--- config.mk ---
export PLATFORM = sky130hd
export DESIGN_NAME = psw_top
export DESIGN_NICKNAME = d
export VERILOG_FILES = /design/src/psw_pkg.sv /design/src/psw_slow_osc.sv /design/src/psw_wake_timer.sv /design/src/psw_top.sv
export SDC_FILE = /design/constraint.sdc
export NUM_CORES = 1
export LEC_CHECK = 0
export BUFFER_PORTS_ARGS = -buffer_cell sky130_fd_sc_hd__buf_2
export CAP_MARGIN = 20
export CORE_MARGIN = 1
export CORE_UTILIZATION = 55
export DETAILED_ROUTE_END_ITERATION = 6
export PLACE_DENSITY = 0.78
export SYNTH_ARGS = -nofsm -noshare
export SYNTH_HDL_FRONTEND = slang
export SYNTH_SLANG_ARGS = --single-unit
--- constraint.sdc ---
create_clock -name i_core_clk -period 3.2 [get_ports i_core_clk]
set_input_delay 0.64 -clock i_core_clk [delete_from_list [all_inputs] [get_ports i_core_clk]]
set_output_delay 0.64 -clock i_core_clk [all_outputs]
set_load 0.03 [all_outputs]
--- src/psw_pkg.sv ---
package psw_pkg;
  // slow reference oscillator
  localparam int OSC_FREQ_HZ = 16384;
  localparam int CORE_FREQ_HZ = 125000000;
  // core cycles per half period of the slow reference, rounded down
  localparam int OSC_HALF_CYC = CORE_FREQ_HZ / (2 * OSC_FREQ_HZ);
  localparam int OSC_DIV_W = 12;
  // timer 0: ticks of 1/128 s (7.8125 ms), 1..128 ticks
  localparam int TMR0_TICKS_PER_STEP = 128;
  localparam int TMR0_W = 8;
  localparam logic [TMR0_W-1:0] TMR0_MIN = 8'h01;
  localparam logic [TMR0_W-1:0] TMR0_MAX = 8'h80;
  // timer 1: 1 s steps, 1..65535 s
  localparam int TMR1_TICKS_PER_STEP = 16384;
  localparam int TMR1_W = 16;
  localparam logic [TMR1_W-1:0] TMR1_MIN = 16'h0001;
  localparam int PRE_W = 14;
  // regulator settle time in slow ticks
  localparam int REG_SETTLE_TICKS = 16;
  localparam int SETTLE_W = 5;
  // retention sram window
  localparam logic [31:0] RET_SRAM_BASE = 32'h2001_a000;
  localparam logic [31:0] RET_SRAM_LAST = 32'h2001_bfff;
  typedef enum logic [2:0] {
    PSW_REG_OFF = 3'b001,
    PSW_REG_SETTLE = 3'b010,
    PSW_REG_READY = 3'b100
  } psw_reg_state_t;
endpackage

--- src/psw_slow_osc.sv ---
`timescale 1ns/1ps
// slow reference oscillator model: divider from the core clock, one tick per period
module psw_slow_osc
  import psw_pkg::*;
#(
  parameter int HALF_CYC = OSC_HALF_CYC
) (
  input wire logic i_core_clk,
  input wire logic i_sys_rst,
  input wire logic i_enable,
  output logic o_tick
);
  initial begin
    if (HALF_CYC < 1 || HALF_CYC >= (1 << OSC_DIV_W)) $error("bad HALF_CYC");
  end
  logic [OSC_DIV_W-1:0] cnt_q, cnt_d;
  logic phase_q, phase_d, tick_d;
  always_comb begin
    cnt_d = cnt_q;
    phase_d = phase_q;
    tick_d = 1'b0;
    if (i_enable) begin
      if (cnt_q == OSC_DIV_W'(HALF_CYC - 1)) begin
        cnt_d = '0;
        phase_d = ~phase_q;
        tick_d = phase_q;
      end else begin
        cnt_d = cnt_q + 1'b1;
      end
    end
  end
  always_ff @(posedge i_core_clk or posedge i_sys_rst) begin
    if (i_sys_rst) begin
      cnt_q <= '0;
      phase_q <= 1'b0;
      o_tick <= 1'b0;
    end else begin
      cnt_q <= cnt_d;
      phase_q <= phase_d;
      o_tick <= tick_d;
    end
  end
endmodule

--- src/psw_wake_timer.sv ---
`timescale 1ns/1ps
// one wake timer: prescaler of slow ticks, then a step counter
module psw_wake_timer
  import psw_pkg::*;
#(
  parameter int W = TMR1_W,
  parameter int STEP_TICKS = TMR1_TICKS_PER_STEP
) (
  input wire logic i_core_clk,
  input wire logic i_sys_rst,
  input wire logic i_tick,
  input wire logic i_start,
  input wire logic i_stop,
  input wire logic [W-1:0] i_count,
  output logic o_running,
  output logic o_expire
);
  initial begin
    if (STEP_TICKS < 1 || STEP_TICKS > (1 << PRE_W)) $error("bad STEP_TICKS");
  end
  logic [PRE_W-1:0] pre_q, pre_d;
  logic [W-1:0] rem_q, rem_d;
  logic run_d, exp_d;
  always_comb begin
    pre_d = pre_q;
    rem_d = rem_q;
    run_d = o_running;
    exp_d = 1'b0;
    if (i_stop) begin
      run_d = 1'b0;
    end else if (i_start) begin
      run_d = 1'b1;
      pre_d = '0;
      rem_d = i_count;
    end else if (o_running && i_tick) begin
      if (pre_q == PRE_W'(STEP_TICKS - 1)) begin
        pre_d = '0;
        if (rem_q <= W'(1)) begin
          run_d = 1'b0;
          exp_d = 1'b1;
          rem_d = '0;
        end else begin
          rem_d = rem_q - 1'b1;
        end
      end else begin
        pre_d = pre_q + 1'b1;
      end
    end
  end
  always_ff @(posedge i_core_clk or posedge i_sys_rst) begin
    if (i_sys_rst) begin
      pre_q <= '0;
      rem_q <= '0;
      o_running <= 1'b0;
      o_expire <= 1'b0;
    end else begin
      pre_q <= pre_d;
      rem_q <= rem_d;
      o_running <= run_d;
      o_expire <= exp_d;
    end
  end
endmodule

--- src/psw_top.sv ---
`timescale 1ns/1ps
// Behaviour
// - own 16.384 kHz slow reference oscillator
// - oscillator runs through all low-power modes
// - two independent wake timers, zero and one
// - both timers count slow oscillator ticks
// - timer expiry turns power switch on
// - timer zero range 7.8125 ms to 1 s
// - timer one range 1 s to 65535 s
// - sram access faults while regulator feeds it
// - retention sram 8 kB at 0x2001a000-0x2001bfff
// - ready flag rises once regulator is up
module psw_top
  import psw_pkg::*;
#(
  parameter int HALF_CYC = OSC_HALF_CYC,
  parameter int SETTLE = REG_SETTLE_TICKS
) (
  input wire logic i_core_clk,
  input wire logic i_sys_rst,
  input wire logic i_osc_enable_bit,
  input wire logic i_bandgap_enable_bit,
  input wire logic i_refresh_mode_bit,
  input wire logic i_retention_reg_enable_bit,
  input wire logic i_isolation_bit,
  input wire logic i_sram_supply_switch_bit,
  input wire logic [TMR0_W-1:0] i_tmr0_count,
  input wire logic [TMR1_W-1:0] i_tmr1_count,
  input wire logic i_tmr0_start,
  input wire logic i_tmr1_start,
  input wire logic i_tmr0_stop,
  input wire logic i_tmr1_stop,
  input wire logic i_tmr0_flag_clr,
  input wire logic i_tmr1_flag_clr,
  input wire logic i_switch_off,
  input wire logic i_sram_req,
  input wire logic [31:0] i_sram_addr,
  output logic o_switch_on,
  output logic o_osc_tick,
  output logic o_tmr0_running,
  output logic o_tmr1_running,
  output logic o_tmr0_flag,
  output logic o_tmr1_flag,
  output logic o_retention_reg_ready_flag,
  output logic o_refresh_active,
  output logic o_sram_on_retention,
  output logic o_sram_fault,
  output logic o_start_refused
);
  initial begin
    if (SETTLE < 1 || SETTLE >= (1 << SETTLE_W)) $error("bad SETTLE");
  end

  function automatic logic in_ret_sram(input logic [31:0] a);
    return (a >= RET_SRAM_BASE) && (a <= RET_SRAM_LAST);
  endfunction

  // ==========================================
  // slow oscillator and wake timers
  logic tick;
  logic t0_exp, t1_exp;
  logic timers_ok;
  // oscillator is gated only by its enable, never by any sleep state
  psw_slow_osc #(.HALF_CYC(HALF_CYC)) u_osc (
    .i_core_clk(i_core_clk),
    .i_sys_rst(i_sys_rst),
    .i_enable(i_osc_enable_bit),
    .o_tick(tick)
  );

  // start refused without oscillator and bandgap, else the timer would hang
  assign timers_ok = i_osc_enable_bit && i_bandgap_enable_bit;

  logic t0_cnt_ok, t1_cnt_ok;
  assign t0_cnt_ok = (i_tmr0_count >= TMR0_MIN) && (i_tmr0_count <= TMR0_MAX);
  assign t1_cnt_ok = (i_tmr1_count >= TMR1_MIN);

  logic t0_go, t1_go;
  assign t0_go = i_tmr0_start && timers_ok && t0_cnt_ok;
  assign t1_go = i_tmr1_start && timers_ok && t1_cnt_ok;

  psw_wake_timer #(.W(TMR0_W), .STEP_TICKS(TMR0_TICKS_PER_STEP)) u_tmr0 (
    .i_core_clk(i_core_clk),
    .i_sys_rst(i_sys_rst),
    .i_tick(tick),
    .i_start(t0_go),
    .i_stop(i_tmr0_stop),
    .i_count(i_tmr0_count),
    .o_running(o_tmr0_running),
    .o_expire(t0_exp)
  );
  psw_wake_timer #(.W(TMR1_W), .STEP_TICKS(TMR1_TICKS_PER_STEP)) u_tmr1 (
    .i_core_clk(i_core_clk),
    .i_sys_rst(i_sys_rst),
    .i_tick(tick),
    .i_start(t1_go),
    .i_stop(i_tmr1_stop),
    .i_count(i_tmr1_count),
    .o_running(o_tmr1_running),
    .o_expire(t1_exp)
  );

  // ==========================================
  // sticky flags and switch state
  logic f0_d, f1_d, sw_d, refused_d;
  always_comb begin
    // set wins over a clear in the same cycle
    f0_d = t0_exp | (o_tmr0_flag & ~i_tmr0_flag_clr);
    f1_d = t1_exp | (o_tmr1_flag & ~i_tmr1_flag_clr);
    sw_d = o_switch_on;
    if (t0_exp || t1_exp) begin
      sw_d = 1'b1;
    end else if (i_switch_off) begin
      sw_d = 1'b0;
    end
    refused_d = (i_tmr0_start && !t0_go) || (i_tmr1_start && !t1_go);
  end
  always_ff @(posedge i_core_clk or posedge i_sys_rst) begin
    if (i_sys_rst) begin
      o_tmr0_flag <= 1'b0;
      o_tmr1_flag <= 1'b0;
      o_switch_on <= 1'b1;
      o_start_refused <= 1'b0;
      o_osc_tick <= 1'b0;
    end else begin
      o_tmr0_flag <= f0_d;
      o_tmr1_flag <= f1_d;
      o_switch_on <= sw_d;
      o_start_refused <= refused_d;
      o_osc_tick <= tick;
    end
  end

  // ==========================================
  // retention regulator sequence
  psw_reg_state_t st_q, st_d;
  logic [SETTLE_W-1:0] settle_q, settle_d;
  logic rdy_d, refresh_d, reg_go;
  // regulator needs its reference chain running first
  assign reg_go = i_retention_reg_enable_bit && i_osc_enable_bit
                  && i_bandgap_enable_bit;
  always_comb begin
    st_d = st_q;
    settle_d = settle_q;
    unique case (st_q)
      PSW_REG_OFF: begin
        settle_d = '0;
        if (reg_go) begin
          st_d = PSW_REG_SETTLE;
        end
      end
      PSW_REG_SETTLE: begin
        if (!reg_go) begin
          st_d = PSW_REG_OFF;
        end else if (tick) begin
          if (settle_q == SETTLE_W'(SETTLE - 1)) begin
            st_d = PSW_REG_READY;
          end else begin
            settle_d = settle_q + 1'b1;
          end
        end
      end
      PSW_REG_READY: begin
        if (!reg_go) begin
          st_d = PSW_REG_OFF;
        end
      end
      default: begin
        st_d = PSW_REG_OFF;
      end
    endcase
    rdy_d = (st_d == PSW_REG_READY);
    // refresh mode only meaningful while the regulator runs
    refresh_d = i_refresh_mode_bit && (st_d != PSW_REG_OFF);
  end
  always_ff @(posedge i_core_clk or posedge i_sys_rst) begin
    if (i_sys_rst) begin
      st_q <= PSW_REG_OFF;
      settle_q <= '0;
      o_retention_reg_ready_flag <= 1'b0;
      o_refresh_active <= 1'b0;
    end else begin
      st_q <= st_d;
      settle_q <= settle_d;
      o_retention_reg_ready_flag <= rdy_d;
      o_refresh_active <= refresh_d;
    end
  end

  // ==========================================
  // sram supply path and access guard
  logic on_ret_d, fault_d;
  always_comb begin
    // supply moves only with isolation up and the regulator ready
    on_ret_d = i_sram_supply_switch_bit && i_isolation_bit
               && o_retention_reg_ready_flag;
    fault_d = i_sram_req && in_ret_sram(i_sram_addr)
              && (o_sram_on_retention || i_isolation_bit);
  end
  always_ff @(posedge i_core_clk or posedge i_sys_rst) begin
    if (i_sys_rst) begin
      o_sram_on_retention <= 1'b0;
      o_sram_fault <= 1'b0;
    end else begin
      o_sram_on_retention <= on_ret_d;
      o_sram_fault <= fault_d;
    end
  end
endmodule

## Word level (Yosys, flattened, before mapping)

Cells that the tools add are included.

| storage, ports and cells | value |
|---|---|
| flip-flop bits (word level) | 87 |
| bits of input ports | 72 |
| output and inout port bits | 11 |
| word-level logic and storage cells | 148 |

| cells by class | value |
|---|---|
| add/sub/neg operators | 6 |
| $lt $le $gt $ge | 7 |
| equality and inequality tests | 12 |
| multiplexer cells | 49 |
| bitwise logic cells | 9 |
| reduce and logical (&&, ||, !) cells | 43 |

Operator list:

| operator | number |
|---|---|
| $mux W14 | 6 |
| $mux W16 | 4 |
| $ge A32 B30 Y1 const B | 1 |
| $le A32 B30 Y1 const B | 1 |
| $mux W8 | 4 |
| $add A14 B1 Y14 const B | 2 |
| $mux W1 | 24 |
| $logic_and A1 B1 Y1 | 18 |
| $reduce_bool A3 Y1 | 6 |
| $ge A16 B1 Y1 const B | 1 |
| $le A16 B1 Y1 const B | 1 |
| $sub A16 B1 Y16 const B | 1 |
| $mux W3 | 5 |
| $mux W5 | 3 |
| $eq A14 B14 Y1 const B | 1 |
| $eq A14 B7 Y1 const B | 1 |
| $add A12 B1 Y12 const B | 1 |
| $eq A12 B12 Y1 const B | 1 |
| $mux W12 | 1 |
| $reduce_and A3 Y1 | 4 |
| $reduce_bool A2 Y1 | 6 |
| $pmux W5 S2 | 1 |
| $pmux W3 S3 | 1 |
| $ge A8 B1 Y1 const B | 1 |
| 18 further kinds | 31 |

## Logic depth before layout (Yosys ltp)

| depth | value |
|---|---|
| depth in word-level cells | 7 |
| depth in mapped cells | 8 |
| depth with buffers taken out | 8 |

## Cells and area by module

From an unflattened synthesis, not the netlist that was laid out.

| second synthesis, totals | value |
|---|---|
| cells, all modules | 541 |
| area total of the unflattened synthesis | 5031.1 um^2 |

By module, submodules not included:

| module | times used | cells an instance | area each (um^2) | sequential area each (um^2) |
|---|---|---|---|---|
| psw_wake_timer (u_tmr1) | 1 | 220 | 1934.4 | 800.8 |
| psw_wake_timer (u_tmr0) | 1 | 161 | 1503.9 | 600.6 |
| psw_top | 1 | 92 | 898.4 | 427.9 |
| psw_slow_osc | 1 | 68 | 694.4 | 350.3 |

## Worst setup path after synthesis

No wires, ideal clock.

| timing | value |
|---|---|
| path kind | in2reg |
| start point | input port i_osc_enable_bit |
| end point | register u_tmr0.pre_q[3] |
| library setup time | 0.079 ns |
| arrival | 2.183 ns |
| required time | 3.121 ns |
| path slack | 0.937 ns |
| stages on the path | 7 |
| buffers on the path | 2 |
| cell sequence | buf_4 nand3_1 a211oi_1 o21bai_1 buf_2 a21boi_0 mux2i_1 |

| on the way | value |
|---|---|
| word-level cells in the longest chain between the ends | 5 |
| elaborated cells between the ends (all ways) | 6 |
| classes of those cells | mux: 1; reduce/logical: 5 |

Ends and longest elaborated chain:

| what | RTL line | text |
|---|---|---|
| start, declared | psw_top.sv:21 | `input wire logic i_osc_enable_bit,` |
| $logic_and A1 B1 Y1 (*) | psw_top.sv:72 | `assign timers_ok = i_osc_enable_bit && i_bandgap_enable_bit;` |
| $logic_and A1 B1 Y1 (*) (2 in series) | psw_top.sv:79 | `assign t0_go = i_tmr0_start && timers_ok && t0_cnt_ok;` |
| $reduce_bool A2 Y1 (no source line) | n/a |  |
| $reduce_and A2 Y1 (no source line) | n/a |  |
| end signal, assigned | psw_wake_timer.sv:57 | `pre_q <= pre_d;` |
| end, declared | psw_wake_timer.sv:21 | `logic [PRE_W-1:0] pre_q, pre_d;` |

Mark *: on every way between the ends. The rest lies on a longest branch, timed or not.
A chain may end at the register's enable or synchronous reset.

## Worst setup path after layout

| timing | value |
|---|---|
| start point | register u_tmr0.pre_q[9] |
| end point | register u_tmr0.rem_q[5] |

| on the way | value |
|---|---|
| word-level cells in the longest chain between the ends | 3 |

Ends and longest elaborated chain:

| what | RTL line | text |
|---|---|---|
| $eq A14 B7 Y1 | psw_wake_timer.sv:36 | `if (pre_q == PRE_W'(STEP_TICKS - 1)) begin` |
| $reduce_bool A2 Y1 (no source line) | n/a |  |
| $reduce_and A3 Y1 (no source line) | n/a |  |
| end signal, assigned | psw_wake_timer.sv:58 | `rem_q <= rem_d;` |
| end, declared | psw_wake_timer.sv:22 | `logic [W-1:0] rem_q, rem_d;` |

Every way passes these cells.

==> impl_metrics.json <==
{
  "antenna_found_initial": 0,
  "slew_viol_final": 0,
  "syn_to_final_growth_pct": 13.6,
  "grt_pass1_wl_um": 20200,
  "htree_levels": 3,
  "whs_ns": 0.405,
  "buffer_ports.inserted": 69,
  "crit_path_end_kind": "flop",
  "syn_nets": 646,
  "synth_seq_cells": 87,
  "skew_ns": 0.00992,
  "hold_violations": 0,
  "synthFlopType": "dfrtp_1",
  "tightestPinTransition_ns": 0.895,
  "critPathTopFamily": "simple AND/OR/NAND/NOR gates",
  "p_leak_nw": 2.53,
  "grt_pass1_vias": 4305,
  "cts_hold_buf": 0,
  "routed-via-count": 4711,
  "ys_seq_area_share_pct": 43.1,
  "worst_ir_drop_vdd_uv": 268,
  "drtIter0Drc": 346,
  "violations": "DRC",
  "die_w_um": 97.9,
  "rows": 34,
  "max_freq_mhz": 388,
  "synth_area_leaders": "dfrtp_1, nand3_1, nor2_1, a21oi_1, nand2_1",
  "path_max_fanout": 24,
  "routabilityCongestion": 0.871,
  "pin_count": 83,
  "fillers": 732,
  "power_mw": 2.51,
  "yosysWarningCount": 0,
  "slew_headroom_pct": 40.1,
  "synth_edf_count": 0,
  "dr.pass1.iters": 7,
  "cp_cell_sequence": "or4_4 -> nor4_4 -> nand2_2 -> or4_1 -> o211ai_1",
  "syn_inst": 564,
  "coreArea_mm2": 0.00881,
  "crit_buf_inv": 0,
  "post-route-min-period_ns": 2.58,
  "synth.distinct_cells": 64,
  "grt_usage_pct": 25.9,
  "async_reset_ff_share_pct": 100,
  "tns_ns": 0,
  "status": "complete, but fails checks",
  "arrival_ns": 2.85,
  "drive_gt1_share_pct": 17.2,
  "mostFrequentLayoutCells": "dfrtp_1, buf_2, nor2_1, nand3_1, nand2_1",
  "crit_type": "reg -> reg",
  "setup_viol": 0,
  "die_h_um": 97.9,
  "wl_per_cell_um": 15.9,
  "start_kind": "flop",
  "wirelength_um": 11900,
  "synth_top_cell_by_area": "dfrtp_1",
  "syn_area_per_cell_um2": 8.97,
  "drv_cap": 0,
  "grt_max_degree": 47,
  "cts_resized": 0,
  "critPathMaxStageDelay_ns": 0.62,
  "floorplan.initialDensity_pct": 57.5,
  "hpwl_um": 8570,
  "crit_required_ns": 3.48,
  "overflow": 0,
  "ant_nets": 0,
  "mostFrequentLayoutCell": "dfrtp_1",
  "tritoncts": "yes",
  "rsz0062_at_grt": "false",
  "clkSlewWorstSetupHoldPaths_ns": 0.09,
  "worstSkewPairLatency_ns": 0.35,
  "via_per_inst": 6.31,
  "root_buffer": "clkbuf_8",
  "post-route-util_pct": 65.3,
  "dieArea_mm2": 0.00959,
  "slowest_stage": "or4_1",
  "post_cts_buffers": 0,
  "cts_sinks": 87,
  "hp-class": "in -> async",
  "antenna_cells": 0,
  "clockBufferDepth": 2,
  "timing.final.crit_share_pct": 80.6,
  "power_density_mw_per_mm2": 437,
  "fin_nets": 716,
  "synth_top_area_share_pct": 42.0,
  "drc": 10,
  "cts_buffers": 9,
  "syn-cell-area_mm2": 0.00506
}
through the flow:
| step | std cells | setup slack (ns) | cell area [um2] |
|---|---|---|---|
| after floorplan | 564 | 0.313 | 5060 |
| after global placement | 731 | 0.521 | 5560 |
| after detailed placement | 731 | 0.428 | 5560 |
| after CTS | 747 | 0.645 | 5750 |
| after global routing | 747 | 0.486 | 5750 |
| final | 747 | 0.621 | 5750 |
registers in the layout, indices dropped and copies added (netlist names), 3 cells and up:
signal	cells
u_tmr0.rem_q	8
u_tmr1.rem_q	16
u_tmr0.pre_q	14
u_osc.cnt_q	12
u_tmr1.pre_q	14
settle_q	5
st_q	3
per-layer routing:
| layer | up-vias | GRT usage, % | share of wire, % |
|---|---|---|---|
| met5 | - | 0 | 0 |
| met3 | 17 | 3.22 | 6.6 |
| met1 | 2267 | 36.4 | 45 |
| li1 | 2251 | - | - |
| met4 | 0 | 9.44 | 1.6 |
| met2 | 176 | 41.4 | 46 |
logic make-up (layout without fill, tap and decap cells):
family / after synthesis / count (layout) / share of synthesized area [%]
compound gates: 132 / 132 / 17.6
xor+xnor: 13 / 13 / 2.25
fa+ha+maj: 10 / 10 / 2.47
buf+inv: 58 / 133 / 4.48
flops: 87 / 87 / 43.1
mux: 12 / 12 / 2.40
simple gates: 252 / 252 / 27.7
synthesized netlist by cell type, drive strengths merged, types with 7 or more instances:
library cell  instances
xnor2                 7
dfrtp                85
a21oi                27
a31oi                 8
nor4                 15
nand3b                9
nand3                38
o31ai                 7
and3                 13
a22oi                 7
mux2i                11
clkbuf               17
nor2                 48
or4                   7
inv                  35
o211ai               10
nor3                 15
ha                   10
nand2                37
and4                  8
nand4                18
o21ai                26
or3                  15
layout make-up:
type / count / area (um2) / share of cell area (%)
well taps: 108 / 135 / 2.35
multi-input cells: 419 / 2660 / 46.2
flip-flops and latches: 87 / 2180 / 37.9
clock inverters: 5 / 58.8 / 1.02
clock buffers: 11 / 131 / 2.28
inverters: 35 / 133 / 2.31
repair buffers: 82 / 455 / 7.92
worst reg2reg max path, cell delays in order, from the launching register on:
cell	delay, ns
dfrtp_1	0.47
or4_4	0.58
nor4_4	0.38
nand2_2	0.36
or4_1	0.62
o211ai_1	0.10
power by group:
| group | total (mW) | switching (mW) | internal, mW |
|---|---|---|---|
| Clock | 0.753 | 0.392 | 0.362 |
| Combinational | 0.412 | 0.227 | 0.185 |
| Sequential | 1.35 | 0.135 | 1.21 |
path summary, 6_finish.rpt:
path                                 startpoint               to  slack (ns)  cells after the start
worst max-delay path            u_tmr0.pre_q[9]  u_tmr0.rem_q[5]        0.62                      5
worst min-delay path                  i_sys_rst   u_osc.cnt_q[5]        0.40                      2
worst max register to register  u_tmr0.pre_q[9]  u_tmr0.rem_q[5]        0.62                      5
worst min register to register    u_osc.phase_q    u_osc.phase_q        0.46                      1
max in group asynchronous             i_sys_rst          st_q[0]        2.07                      3
min in group i_core_clk            i_switch_off      o_switch_on        0.44                      2
No activity file was read; power rests on OpenSTA's default activity.
